<file path="src/pkg/qioe_pkg.sv">
// Purpose: Shared constants and types for the quad I/O expander core
// Assumes: 100 MHz ref_clk_i, serial bus sampled by that clock
// Notes:   Upper nibble values are what reads return in unused bits

package qioe_pkg;

	// ------------------------------------------------------------
	// Widths and addressing
	// ------------------------------------------------------------
	localparam int         NPIN      = 4;
	localparam int         SYNC_W    = 7;
	localparam int         SYNC_SCL  = 0;
	localparam int         SYNC_SDA  = 1;
	localparam int         SYNC_RSTN = 2;
	localparam int         SYNC_PIN  = 3;
	// Bus target address, value is an arbitrary choice
	localparam logic [6:0] DEV_ADDR  = 7'h49;
	localparam logic [3:0] BIT_LAST  = 4'h8;
	localparam logic [3:0] BIT_ZERO  = 4'h0;

	// ------------------------------------------------------------
	// Command codes and register defaults
	// ------------------------------------------------------------
	localparam logic [7:0] CMD_INPUT  = 8'h00;
	localparam logic [7:0] CMD_OUTPUT = 8'h01;
	localparam logic [7:0] CMD_POLAR  = 8'h02;
	localparam logic [7:0] CMD_DIR    = 8'h03;
	localparam logic [7:0] CMD_RST    = 8'h00;
	localparam logic [3:0] OUT_RST    = 4'hf;
	localparam logic [3:0] POL_RST    = 4'h0;
	localparam logic [3:0] DIR_RST    = 4'hf;
	localparam logic [3:0] IN_PAD     = 4'hf;
	localparam logic [3:0] OUT_PAD    = 4'hf;
	localparam logic [3:0] POL_PAD    = 4'h0;
	localparam logic [3:0] DIR_PAD    = 4'hf;
	localparam logic [7:0] UNMAP_RD   = 8'hff;
	localparam logic [6:0] SYNC_RST   = 7'h07;

	typedef enum logic [8:0] {
		ST_IDLE  = 9'h001,
		ST_ADDR  = 9'h002,
		ST_AACK  = 9'h004,
		ST_CMD   = 9'h008,
		ST_CACK  = 9'h010,
		ST_WDAT  = 9'h020,
		ST_WACK  = 9'h040,
		ST_RDAT  = 9'h080,
		ST_RACK  = 9'h100
	} qioe_state_e;

endpackage

</file>
<file path="src/pkg/qioe_sync_if.sv">
// Purpose: Carries synchronised pin levels and bus events to the core
// Assumes: Producer and consumer share ref_clk_i
// Notes:   Event strobes are one-cycle pulses

`timescale 1ns/10ps

interface qioe_sync_if;
	logic       scl;
	logic       sda;
	logic       rst_n;
	logic [3:0] pins;
	logic       scl_rise;
	logic       scl_fall;
	logic       start;
	logic       stop;

	modport src (output scl, sda, rst_n, pins, scl_rise, scl_fall, start, stop);
	modport dst (input  scl, sda, rst_n, pins, scl_rise, scl_fall, start, stop);
endinterface

</file>
<file path="src/hw/qioe_sync.sv">
// Purpose: Three-stage synchronisers and bus event detection
// Assumes: All raw inputs are asynchronous to ref_clk_i
// Notes:   A level is accepted once stages two and three agree

`timescale 1ns/10ps

module qioe_sync (
	input  wire logic       ref_clk_i,
	input  wire logic       rst_i,
	input  wire logic       scl_i,
	input  wire logic       sda_i,
	input  wire logic       reset_n_i,
	input  wire logic [3:0] io_i,
	qioe_sync_if.src        sync
);

	logic [qioe_pkg::SYNC_W-1:0] raw;
	logic [qioe_pkg::SYNC_W-1:0] filt;
	logic                        scl_prev_reg;
	logic                        sda_prev_reg;

	assign raw = {io_i, reset_n_i, sda_i, scl_i};

	// ------------------------------------------------------------
	// Per-bit synchroniser
	// ------------------------------------------------------------
	genvar g;
	generate
		for (g = 0; g < qioe_pkg::SYNC_W; g++) begin : g_bit
			logic s1_reg;
			logic s2_reg;
			logic s3_reg;
			logic flt_reg;
			// three flops per input
			// No reset: the chain keeps tracking its input during reset, so the
			// change reference loaded then already matches the pins at release
			always_ff @(posedge ref_clk_i) begin
				s1_reg <= raw[g];
				s2_reg <= s1_reg;
				s3_reg <= s2_reg;
			end
			// Only stages two and three judge a change
			always_ff @(posedge ref_clk_i) begin
				if (s2_reg == s3_reg)
					flt_reg <= s3_reg;
			end
			assign filt[g] = flt_reg;
		end
	endgenerate

	always_ff @(posedge ref_clk_i) begin
		if (rst_i) begin
			scl_prev_reg <= qioe_pkg::SYNC_RST[qioe_pkg::SYNC_SCL];
			sda_prev_reg <= qioe_pkg::SYNC_RST[qioe_pkg::SYNC_SDA];
		end else begin
			scl_prev_reg <= filt[qioe_pkg::SYNC_SCL];
			sda_prev_reg <= filt[qioe_pkg::SYNC_SDA];
		end
	end

	assign sync.scl      = filt[qioe_pkg::SYNC_SCL];
	assign sync.sda      = filt[qioe_pkg::SYNC_SDA];
	assign sync.rst_n    = filt[qioe_pkg::SYNC_RSTN];
	assign sync.pins     = filt[qioe_pkg::SYNC_PIN +: qioe_pkg::NPIN];
	assign sync.scl_rise = sync.scl & ~scl_prev_reg;
	assign sync.scl_fall = ~sync.scl & scl_prev_reg;
	assign sync.start    = sync.scl & scl_prev_reg & sda_prev_reg & ~sync.sda;
	assign sync.stop     = sync.scl & scl_prev_reg & ~sda_prev_reg & sync.sda;

endmodule

</file>
<file path="src/hw/qioe_core.sv">
// Purpose: Four-bit I/O expander behind a two-wire serial target port
// Assumes: ref_clk_i at 100 MHz, at least 16x the serial clock
// Notes:   Open-drain lines are split into level, enable pairs

`timescale 1ns/10ps

module qioe_core (
	input  wire logic       ref_clk_i,
	input  wire logic       rst_i,
	input  wire logic       reset_n_i,
	input  wire logic       scl_i,
	input  wire logic       sda_i,
	output logic            sda_o,
	output logic            sda_oe_o,
	output logic            int_o,
	output logic            int_oe_o,
	input  wire logic [3:0] io_i,
	output logic      [3:0] io_o,
	output logic      [3:0] io_oe_o,
	output logic      [3:0] pin_driver_a_o,
	output logic      [3:0] pin_driver_b_o
);

	qioe_sync_if sync ();

	qioe_pkg::qioe_state_e state_reg;
	logic [3:0]            bitcnt_reg;
	logic [7:0]            shift_reg;
	logic                  rw_reg;
	logic                  mack_reg;
	logic [7:0]            ptr_reg;
	logic                  sda_oe_reg;
	logic [3:0]            out_reg;
	logic [3:0]            pol_reg;
	logic [3:0]            dir_reg;
	logic [3:0]            ref_reg;
	logic                  int_reg;
	logic [3:0]            io_reg;
	logic [3:0]            io_oe_reg;
	logic [3:0]            drv_a_reg;
	logic [3:0]            drv_b_reg;
	logic                  low_reg;
	logic                  core_rst;
	logic                  wr_go;
	logic                  rd_load;
	logic                  snap;
	logic [7:0]            rd_data;
	logic [3:0]            change;

	qioe_sync u_sync (
		.ref_clk_i (ref_clk_i),
		.rst_i     (rst_i),
		.scl_i     (scl_i),
		.sda_i     (sda_i),
		.reset_n_i (reset_n_i),
		.io_i      (io_i),
		.sync      (sync)
	);

	assign core_rst = rst_i | ~sync.rst_n;

	// ------------------------------------------------------------
	// Read mux and transfer strobes
	// ------------------------------------------------------------
	// command decode
	always_comb begin
		unique case (ptr_reg)
			qioe_pkg::CMD_INPUT:  rd_data = {qioe_pkg::IN_PAD, sync.pins ^ pol_reg};
			qioe_pkg::CMD_OUTPUT: rd_data = {qioe_pkg::OUT_PAD, out_reg};
			qioe_pkg::CMD_POLAR:  rd_data = {qioe_pkg::POL_PAD, pol_reg};
			qioe_pkg::CMD_DIR:    rd_data = {qioe_pkg::DIR_PAD, dir_reg};
			default:              rd_data = qioe_pkg::UNMAP_RD;
		endcase
	end

	assign wr_go   = sync.scl_fall & ~sync.start & ~sync.stop & (state_reg == qioe_pkg::ST_WDAT)
	                 & (bitcnt_reg == qioe_pkg::BIT_LAST);
	assign rd_load = sync.scl_fall & ~sync.start & ~sync.stop
	                 & (((state_reg == qioe_pkg::ST_AACK) & rw_reg) | ((state_reg == qioe_pkg::ST_RACK) & mack_reg));
	assign snap    = rd_load & (ptr_reg == qioe_pkg::CMD_INPUT);

	// ------------------------------------------------------------
	// Serial target state machine
	// ------------------------------------------------------------
	// write and read transactions
	always_ff @(posedge ref_clk_i) begin
		if (core_rst) begin
			state_reg  <= qioe_pkg::ST_IDLE;
			bitcnt_reg <= qioe_pkg::BIT_ZERO;
			shift_reg  <= qioe_pkg::CMD_RST;
			rw_reg     <= 1'b0;
			mack_reg   <= 1'b0;
			sda_oe_reg <= 1'b0;
		end else if (sync.stop) begin
			state_reg  <= qioe_pkg::ST_IDLE;
			sda_oe_reg <= 1'b0;
		end else if (sync.start) begin
			state_reg  <= qioe_pkg::ST_ADDR;
			bitcnt_reg <= qioe_pkg::BIT_ZERO;
			sda_oe_reg <= 1'b0;
		end else if (sync.scl_rise) begin
			if (state_reg == qioe_pkg::ST_ADDR || state_reg == qioe_pkg::ST_CMD ||
			    state_reg == qioe_pkg::ST_WDAT) begin
				shift_reg  <= {shift_reg[6:0], sync.sda};
				bitcnt_reg <= 4'(bitcnt_reg + 4'h1);
			end else if (state_reg == qioe_pkg::ST_RDAT) begin
				bitcnt_reg <= 4'(bitcnt_reg + 4'h1);
			end else if (state_reg == qioe_pkg::ST_RACK) begin
				mack_reg <= ~sync.sda;
			end
		end else if (sync.scl_fall) begin
			unique case (state_reg)
				qioe_pkg::ST_IDLE: begin
					sda_oe_reg <= 1'b0;
				end
				qioe_pkg::ST_ADDR: begin
					if (bitcnt_reg == qioe_pkg::BIT_LAST) begin
						if (shift_reg[7:1] == qioe_pkg::DEV_ADDR) begin
							state_reg  <= qioe_pkg::ST_AACK;
							rw_reg     <= shift_reg[0];
							sda_oe_reg <= 1'b1;
						end else begin
							state_reg <= qioe_pkg::ST_IDLE;
						end
					end
				end
				qioe_pkg::ST_AACK: begin
					bitcnt_reg <= qioe_pkg::BIT_ZERO;
					if (rw_reg) begin
						state_reg  <= qioe_pkg::ST_RDAT;
						shift_reg  <= {rd_data[6:0], 1'b0};
						sda_oe_reg <= ~rd_data[7];
					end else begin
						state_reg  <= qioe_pkg::ST_CMD;
						sda_oe_reg <= 1'b0;
					end
				end
				qioe_pkg::ST_CMD: begin
					if (bitcnt_reg == qioe_pkg::BIT_LAST) begin
						state_reg  <= qioe_pkg::ST_CACK;
						sda_oe_reg <= 1'b1;
					end
				end
				qioe_pkg::ST_CACK, qioe_pkg::ST_WACK: begin
					state_reg  <= qioe_pkg::ST_WDAT;
					bitcnt_reg <= qioe_pkg::BIT_ZERO;
					sda_oe_reg <= 1'b0;
				end
				qioe_pkg::ST_WDAT: begin
					if (bitcnt_reg == qioe_pkg::BIT_LAST) begin
						state_reg  <= qioe_pkg::ST_WACK;
						sda_oe_reg <= 1'b1;
					end
				end
				qioe_pkg::ST_RDAT: begin
					if (bitcnt_reg == qioe_pkg::BIT_LAST) begin
						state_reg  <= qioe_pkg::ST_RACK;
						sda_oe_reg <= 1'b0;
					end else begin
						shift_reg  <= {shift_reg[6:0], 1'b0};
						sda_oe_reg <= ~shift_reg[7];
					end
				end
				qioe_pkg::ST_RACK: begin
					bitcnt_reg <= qioe_pkg::BIT_ZERO;
					if (mack_reg) begin
						state_reg  <= qioe_pkg::ST_RDAT;
						shift_reg  <= {rd_data[6:0], 1'b0};
						sda_oe_reg <= ~rd_data[7];
					end else begin
						state_reg  <= qioe_pkg::ST_IDLE;
						sda_oe_reg <= 1'b0;
					end
				end
			endcase
		end
	end

	// ------------------------------------------------------------
	// Pointer and registers
	// ------------------------------------------------------------
	// pointer kept until next command
	always_ff @(posedge ref_clk_i) begin
		if (core_rst)
			ptr_reg <= qioe_pkg::CMD_RST;
		else if (sync.scl_fall & ~sync.start & ~sync.stop & (state_reg == qioe_pkg::ST_CMD)
		         & (bitcnt_reg == qioe_pkg::BIT_LAST))
			ptr_reg <= shift_reg;
	end

	// input register has no write path
	always_ff @(posedge ref_clk_i) begin
		if (core_rst) begin
			out_reg <= qioe_pkg::OUT_RST;
			pol_reg <= qioe_pkg::POL_RST;
			dir_reg <= qioe_pkg::DIR_RST;
		end else if (wr_go) begin
			if (ptr_reg == qioe_pkg::CMD_OUTPUT)
				out_reg <= shift_reg[3:0];
			if (ptr_reg == qioe_pkg::CMD_POLAR)
				pol_reg <= shift_reg[3:0];
			if (ptr_reg == qioe_pkg::CMD_DIR)
				dir_reg <= shift_reg[3:0];
		end
	end

	// ------------------------------------------------------------
	// Change detect interrupt
	// ------------------------------------------------------------
	// Reference is raw pin level so polarity flips cause no interrupt
	always_ff @(posedge ref_clk_i) begin
		if (core_rst | snap)
			ref_reg <= sync.pins;
	end

	assign change = (sync.pins ^ ref_reg) & dir_reg;

	always_ff @(posedge ref_clk_i) begin
		if (core_rst | snap)
			int_reg <= 1'b0;
		else
			int_reg <= |change;
	end

	// ------------------------------------------------------------
	// Pin drivers
	// ------------------------------------------------------------
	// input pins undriven
	// one driver picked by output bit
	always_ff @(posedge ref_clk_i) begin
		if (core_rst) begin
			io_reg    <= qioe_pkg::OUT_RST;
			io_oe_reg <= 4'h0;
			drv_a_reg <= 4'h0;
			drv_b_reg <= 4'h0;
		end else begin
			io_reg    <= out_reg;
			io_oe_reg <= ~dir_reg;
			drv_a_reg <= ~dir_reg & out_reg;
			drv_b_reg <= ~dir_reg & ~out_reg;
		end
	end

	// Open-drain lines only ever drive low
	always_ff @(posedge ref_clk_i) begin
		low_reg <= 1'b0;
	end

	assign sda_o          = low_reg;
	assign sda_oe_o       = sda_oe_reg;
	assign int_o          = low_reg;
	assign int_oe_o       = int_reg;
	assign io_o           = io_reg;
	assign io_oe_o        = io_oe_reg;
	assign pin_driver_a_o = drv_a_reg;
	assign pin_driver_b_o = drv_b_reg;

	// ------------------------------------------------------------
	// Assertions
	// ------------------------------------------------------------
	a_reset_defaults: assert property (@(posedge ref_clk_i) core_rst |=>
		(dir_reg == qioe_pkg::DIR_RST) && (out_reg == qioe_pkg::OUT_RST) && (state_reg == qioe_pkg::ST_IDLE))
		else $error("registers not at defaults after reset");

	a_int_open_drain: assert property (@(posedge ref_clk_i) disable iff (rst_i)
		int_oe_o |-> !int_o)
		else $error("interrupt line driven high");

	a_int_on_change: assert property (@(posedge ref_clk_i) disable iff (core_rst)
		(|change && !snap) |=> int_oe_o)
		else $error("input change did not raise interrupt");

	a_int_drops: assert property (@(posedge ref_clk_i) disable iff (core_rst)
		(change == 4'h0) |=> !int_oe_o)
		else $error("interrupt stayed without a change");

	a_read_rebase: assert property (@(posedge ref_clk_i) disable iff (core_rst)
		snap |=> (ref_reg == $past(sync.pins)) && !int_oe_o)
		else $error("input read did not rebase");

	a_input_hiz: assert property (@(posedge ref_clk_i) disable iff (core_rst)
		##1 ((pin_driver_a_o | pin_driver_b_o) & $past(dir_reg)) == 4'h0)
		else $error("driver on for input pin");

	a_one_driver: assert property (@(posedge ref_clk_i) disable iff (core_rst)
		##1 ((pin_driver_a_o ^ pin_driver_b_o) == ~$past(dir_reg)) && (pin_driver_a_o == ($past(out_reg) & ~$past(dir_reg))))
		else $error("output driver choice wrong");

	a_no_autoinc: assert property (@(posedge ref_clk_i) disable iff (core_rst)
		(state_reg inside {qioe_pkg::ST_WDAT, qioe_pkg::ST_RDAT, qioe_pkg::ST_RACK}) |=> $stable(ptr_reg))
		else $error("pointer moved during data bytes");

	a_polarity_read: assert property (@(posedge ref_clk_i) disable iff (core_rst)
		(snap && state_reg == qioe_pkg::ST_AACK) |=> shift_reg[3:1] == $past(sync.pins[2:0] ^ pol_reg[2:0]))
		else $error("input read ignores polarity");

	a_input_readonly: assert property (@(posedge ref_clk_i) disable iff (core_rst)
		(wr_go && ptr_reg == qioe_pkg::CMD_INPUT) |=> $stable(out_reg) && $stable(pol_reg) && $stable(dir_reg))
		else $error("write to input register changed state");

endmodule

</file>
<file path="config.mk">
export PLATFORM = sky130hd
export DESIGN_NAME = qioe_core
export DESIGN_NICKNAME = d
export VERILOG_FILES = /design/src/pkg/qioe_pkg.sv /design/src/pkg/qioe_sync_if.sv /design/src/hw/qioe_sync.sv /design/src/hw/qioe_core.sv
export SDC_FILE = /design/constraint.sdc
export NUM_CORES = 1
export LEC_CHECK = 0
export BUFFER_PORTS_ARGS = -buffer_cell sky130_fd_sc_hd__buf_2
export CORE_MARGIN = 5
export CORE_UTILIZATION = 43
export DETAILED_ROUTE_END_ITERATION = 7
export HOLD_SLACK_MARGIN = 0.03
export PLACE_DENSITY = 0.59
export SETUP_SLACK_MARGIN = 0.15
export SYNTH_ARGS = -nofsm -noshare
export SYNTH_HDL_FRONTEND = slang
export SYNTH_SLANG_ARGS = --single-unit
</file>
<file path="constraint.sdc">
create_clock -name ref_clk_i -period 2.4 [get_ports ref_clk_i]
set_input_delay 0.48 -clock ref_clk_i [delete_from_list [all_inputs] [get_ports ref_clk_i]]
set_output_delay 0.48 -clock ref_clk_i [all_outputs]
set_load 0.1 [all_outputs]
</file>
==> results of run 1 <==
==> what timing repair did <==
item	4_1_cts	5_1_grt
setup buffers	0	6
pin swaps	2	10
gates resized for setup	9	32
hold endpoints to repair	0	0
setup endpoints to repair	28	40
gates cloned	0	1
==> cell usage in the layout (no fill, tap or decap), types with 6 or more instances in the layout <==
cell	count
dfxtp_1	73
nor2_1	45
buf_4	39
nand2_1	30
mux2i_1	27
buf_2	27
a21oi_1	19
nand2b_1	14
xnor2_1	14
nor3_1	12
edfxtp_1	11
inv_1	10
clkbuf_8	9
xor2_1	8
o21ai_0	7
a31oi_1	7
o221ai_1	6
dfxtp_2	6
==> layout make-up <==
class | count | area share (%)
flip-flops and latches | 95 | 41.53
well taps | 129 | 3.289
inverters | 12 | 0.9689
multi-input cells | 285 | 40.29
clock inverters | 6 | 1.504
repair buffers | 70 | 9.816
clock buffers | 10 | 2.601
==> power by group <==
part	internal [mW]	switching (mW)
Combinational	0.0743	0.127
Sequential	1.65	0.0252
Clock	0.497	0.587
Total	2.22	0.740
==> cells by family after synthesis <==
logic type | share of synthesized area, %
adders and majority gates | 1.536
xor gates and xnor gates | 4.731
AOI/OAI and AO/OA | 11.31
and+or+nand+nor | 21.23
buffers and inverters | 4.516
muxes | 7.189
DFF | 49.40
other | 0.09208
==> per-stage QoR <==
step	total power [mW]	hold slack, ns
finish	2.956	0.2153
global route	3.091	0.1885
CTS	3.002	0.1940
detailed placement	1.910	0.3132
global placement	1.906	0.3097
floorplan	1.862	0.3096
==> critical path: stages (launching register included) <==
cell and delay, ns:
dfxtp_2 0.34, or4_4 0.56, nor4b_1 0.30, buf_4 0.18
o21ai_1 0.12, nor3_1 0.35, o21ai_0 0.14, a31oi_1 0.16
==> synthesized netlist by cell type (all sizes together) (4+ instances only) <==
cell type,instances,area (µm²)
xor2,8,70.07
a211oi,4,30.03
xnor2,14,122.6
nor4b,4,35.03
edfxtp,11,330.3
inv,12,45.04
nand2b,14,87.58
nor4,6,43.79
mux2i,27,270.3
buf,14,97.59
nand2,31,116.4
nor3,18,115.1
nor2b,5,31.28
a21oi,20,103.9
nor2,46,172.7
a31oi,7,43.79
and3,4,25.02
o221ai,6,52.55
and2,5,31.28
clkbuf,11,41.29
dfxtp,84,1682
or2,4,25.02
ha,5,62.56
nand3,5,25.02
o21ai,10,50.05
==> worst max-delay path by stage <==
stage	start	end	slack, ns	depth (start not counted)
final	state_reg[1]	bitcnt_reg[0]	0.18	7
after global routing	state_reg[1]	bitcnt_reg[0]	0.08	7
after CTS	bitcnt_reg[1]	shift_reg[5]	0.14	9
after detailed placement	state_reg[5]	shift_reg[5]	0.07	7
after global placement	state_reg[2]	shift_reg[7]	0.11	9
after floorplan	state_reg[3]	shift_reg[5]	0.18	8
==> metal layers <==
metal,global-route usage (%),vias to the layer above,share of wire (%)
met4,5.205,0,1.2
met2,25.02,60,46
met5,0,-,0
li1,-,1576,-
met3,3.059,11,3.8
met1,22.74,1481,50
==> flow_summary.json, run 1 <==
{
  "timing.final.crit_share_pct": 92.64,
  "dpl.hpwl_um": 6266,
  "peakVddDrop_mv": 0.3102,
  "setup_viol_count_final": 0,
  "cp_max_fo": 5,
  "hold_class": "input pin to flop",
  "ff2ff_setup_slack_ns": 0.18,
  "multiInputGateArea_mm2": 0.001977,
  "initial_core_util_pct": 44.08,
  "drive_gt1_share_pct": 26.99,
  "drc": 0,
  "rsz0062_at_grt": "yes",
  "finalCriticalPeriod_ns": 2.223,
  "placed_cells": 584,
  "yosysSeqAreaShare_pct": 49.40,
  "routed_wl_um": 8913,
  "cts-root-buf": "clkbuf_8",
  "finalSetupTns_ns": 0,
  "num_vias": 3128,
  "synth_cell_types": 57,
  "grt_max_degree": 30,
  "antenna_found_initial": 0,
  "dpl_cell_area_mm2": 0.004527,
  "gp_congestion": 0.9001,
  "relSlewSlack_pct": 54.30,
  "final_area_mm2": 0.004907,
  "dieWidth_um": 107.3,
  "p_leak_nw": 1.773,
  "r2r_end": "bitcnt_reg[0]",
  "grt_pass1_wl_um": 14810,
  "synth_ff_type": "dfxtp_1",
  "synth_seq_cells": 95,
  "diodes": 0,
  "reg2reg_from": "state_reg[1]",
  "die_h_um": 107.3,
  "whs_path_depth": 1,
  "grt.overflow.total": 0,
  "row_count": 35,
  "syn_area_mm2": 0.004073,
  "clk_pin_slew_ns": 0.09,
  "status": "finished clean",
  "crit_path_end_kind": "flop",
  "hold_viol": 0,
  "critical_path_arrival_ns": 2.50,
  "cts_tree": "done",
  "fin_nets": 487,
  "cts_num_sinks": 95,
  "cp-start-kind": "flop",
  "synth_edf_count": 11,
  "core_mm2": 0.009240,
  "slew_violations": 0,
  "fin_worst_skew_ns": 0.01124,
  "worst_slack_ns": 0.1765,
  "cts_hold_buffers": 0,
  "synthCells": 416,
  "hold_start": "sda_i",
  "port_buffers": 26,
  "tightest_slew_ns": 0.6809,
  "async_flop_share_pct": 0,
  "clk_latency_ns": 0.36,
  "ios": 29,
  "drt_iter0_drc": 193,
  "post-place-ws_ns": 0.07496,
  "hold_end": "u_sync.g_bit[1].s1_reg",
  "htreeDepth": 3,
  "cts_max_path_buffers": 2,
  "reg2reg_depth": 7,
  "grt_usage_pct": 16.16,
  "cts_buffers": 9,
  "fillerInstances": 852,
  "regArea_mm2": 0.002038,
  "via_per_inst": 5.153,
  "maxCapViolations": 0,
  "finalCoreUtilization_pct": 53.11,
  "largest_reg_flops": 9,
  "synth_area_per_cell_um2": 9.790,
  "finalNonFillerCells": 607,
  "power_density_mw_per_mm2": 602.4,
  "area_growth_pct": 20.49,
  "firstDrtPassIters": 4,
  "fmax_ghz": 0.4498,
  "ys.warnings.count": 0,
  "die_area_mm2": 0.01152,
  "critPathRequiredTime_ns": 2.67,
  "wl_per_cell_um": 14.68,
  "ant_nets": 0,
  "grt_pass1_vias": 3005,
  "worstSetupPathType": "flop to flop"
}
Power figures use the tool's default switching activity.
==> inputs of run 2 (changes only) <==
--- a/config.mk
+++ b/config.mk
@@ -11,7 +11,7 @@
 export DETAILED_ROUTE_END_ITERATION = 7
 export HOLD_SLACK_MARGIN = 0.03
 export PLACE_DENSITY = 0.59
-export SETUP_SLACK_MARGIN = 0.15
+export SETUP_SLACK_MARGIN = 0.2
 export SYNTH_ARGS = -nofsm -noshare
 export SYNTH_HDL_FRONTEND = slang
 export SYNTH_SLANG_ARGS = --single-unit
==> flow_summary.json, run 2 (synthesis gave the netlist of run 1 again) <==
{
  "grt.overflow.total": 0,
  "hold_class": "input pin to flop",
  "cts_hold_buffers": 0,
  "grt_usage_pct": 16.59,
  "critPathRequiredTime_ns": 2.70,
  "antenna_found_initial": 0,
  "power_switching_share_pct": 25.17,
  "hold_viol": 0,
  "cts_buffers": 9,
  "grt_pass1_vias": 3067,
  "cp_slowest_stage_delay_ns": 0.33,
  "cp_max_fo": 3,
  "fmax_ghz": 0.4521,
  "num_vias": 3178,
  "p_leak_nw": 1.796,
  "drc": 0,
  "power.net_switching_mw": 0.7462,
  "htreeDepth": 3,
  "fin_nets": 491,
  "ios": 29,
  "clk_latency_ns": 0.37,
  "cts_tree": "done",
  "wl_per_cell_um": 14.88,
  "peakVddDrop_mv": 0.3990,
  "relSlewSlack_pct": 51.37,
  "worstSetupPathType": "flop to flop",
  "timing.final.crit_share_pct": 92.16,
  "largest_reg_flops": 9,
  "maxCapViolations": 0,
  "ant_nets": 0,
  "slew_violations": 0,
  "gp_congestion": 0.8683,
  "die_h_um": 107.3,
  "routed_wl_um": 9089,
  "intPower_mw": 2.219,
  "cpMaxStageDelayCell": "dfxtp_2",
  "grt_pass1_wl_um": 15120,
  "cts_num_sinks": 95,
  "crit_top_cell": "buf_4",
  "via_per_inst": 5.201,
  "firstDrtPassIters": 4,
  "critical_path_arrival_ns": 2.51,
  "initial_core_util_pct": 44.08,
  "cts-root-buf": "clkbuf_8",
  "rsz0062_at_grt": "yes",
  "row_count": 35,
  "area_growth_pct": 22.67,
  "core_mm2": 0.009240,
  "tightest_slew_ns": 0.7245,
  "drive_gt1_share_pct": 29.46,
  "cp-start-kind": "flop",
  "seqPwrFrac_pct": 56.4,
  "dpl.hpwl_um": 6194,
  "clk_pin_slew_ns": 0.10,
  "whs_ns": 0.2072,
  "fin_worst_skew_ns": 0.01591,
  "finalCriticalPeriod_ns": 2.212,
  "share_comb_of_total_power_pct": 7.1,
  "cts_max_path_buffers": 2,
  "setup_viol_count_final": 0,
  "layout_common_cells": "75 x dfxtp_1, 46 x nor2_1, 44 x buf_4",
  "drt_iter0_drc": 233,
  "port_buffers": 26,
  "final_common_cell": "dfxtp_1",
  "status": "finished clean",
  "power_density_mw_per_mm2": 593.5,
  "diodes": 0,
  "die_area_mm2": 0.01152,
  "grt_max_degree": 30,
  "finalSetupTns_ns": 0,
  "dieWidth_um": 107.3,
  "crit_path_end_kind": "flop",
  "clock_power_share_pct": 36.5,
  "crit_chain": "inv_2 > ha_2 > nand3b_1 > buf_4 > buf_4 > buf_4 > buf_4 > buf_4 > buf_4 > buf_4 > o21ai_0 > o211ai_1 > mux2_2 > nor2_1"
}
-- run 2: final cells by class --
| class | count | area (µm²) |
|---|---|---|
| timing repair buffer | 74 | 508.0 |
| fill | 849 | 4244 |
| multi-input combinational | 285 | 2044 |
| clock inverter | 6 | 73.82 |
| clock buffer | 10 | 127.6 |
| tap | 129 | 161.4 |
| inverter | 12 | 45.04 |
| sequential | 95 | 2036 |
-- run 2: power groups by stage --
stage               clock network (mW)  registers [mW]  logic (mW)
finish                            1.08            1.67       0.211
floorplan                            0            1.72       0.145
global placement                     0            1.71       0.194
detailed placement                   0            1.71       0.196
global route                      1.20            1.68       0.232
CTS                               1.12            1.68       0.202
-- run 2: path summary, 6_finish.rpt --
| check | from | slack (ns) | cells past startpoint | to |
|---|---|---|---|---|
| worst max-delay path | bitcnt_reg[1] | 0.19 | 14 | sda_oe_o |
| worst min-delay path | io_i[1] | 0.21 | 1 | u_sync.g_bit[4].s1_reg |
| worst max register to register | bitcnt_reg[1] | 0.19 | 14 | sda_oe_o |
| worst min register to register | u_sync.g_bit[6].s1_reg | 0.33 | 0 | u_sync.g_bit[6].s2_reg |
-- run 2: worst max-delay path: cells and delay by family (launching register included) --
| family | cells | cell delay [ns] |
|---|---|---|
| flops | 1 | 0.33 |
| buf+inv | 8 | 0.93 |
| fa+ha+maj | 1 | 0.17 |
| simple gates | 2 | 0.19 |
| mux | 1 | 0.30 |
| compound gates | 2 | 0.23 |
-- run 2: per-stage QoR --
step	total power, mW	utilization, %	area (µm²)	std cells	setup WS [ns]
floorplan	1.863	-	4101	417	0.2038
global placement	1.906	48.76	4506	579	0.09106
detailed placement	1.910	48.76	4506	579	0.1200
CTS	2.999	52.76	4875	608	0.1948
global route	3.113	54.07	4996	611	0.07576
finish	2.965	54.07	4996	611	0.1881
-- run 2: timing repair --
action | CTS | global route
gates resized for setup | 22 | 28
buffers inserted | 12 | 3
cloned | 1 | 0
endpoints found under the hold margin | 0 | 0
pin swaps | 7 | 15
endpoints found under the setup margin | 32 | 43
-- run 2: per-layer routing --
layer | up-vias | wire length (µm) | track usage, %
met5 | - | 0 | 0
met4 | 0 | 210 | 6.119
met3 | 18 | 426 | 3.719
met2 | 71 | 4108 | 25.16
met1 | 1507 | 4342 | 23.10
li1 | 1582 | - | -
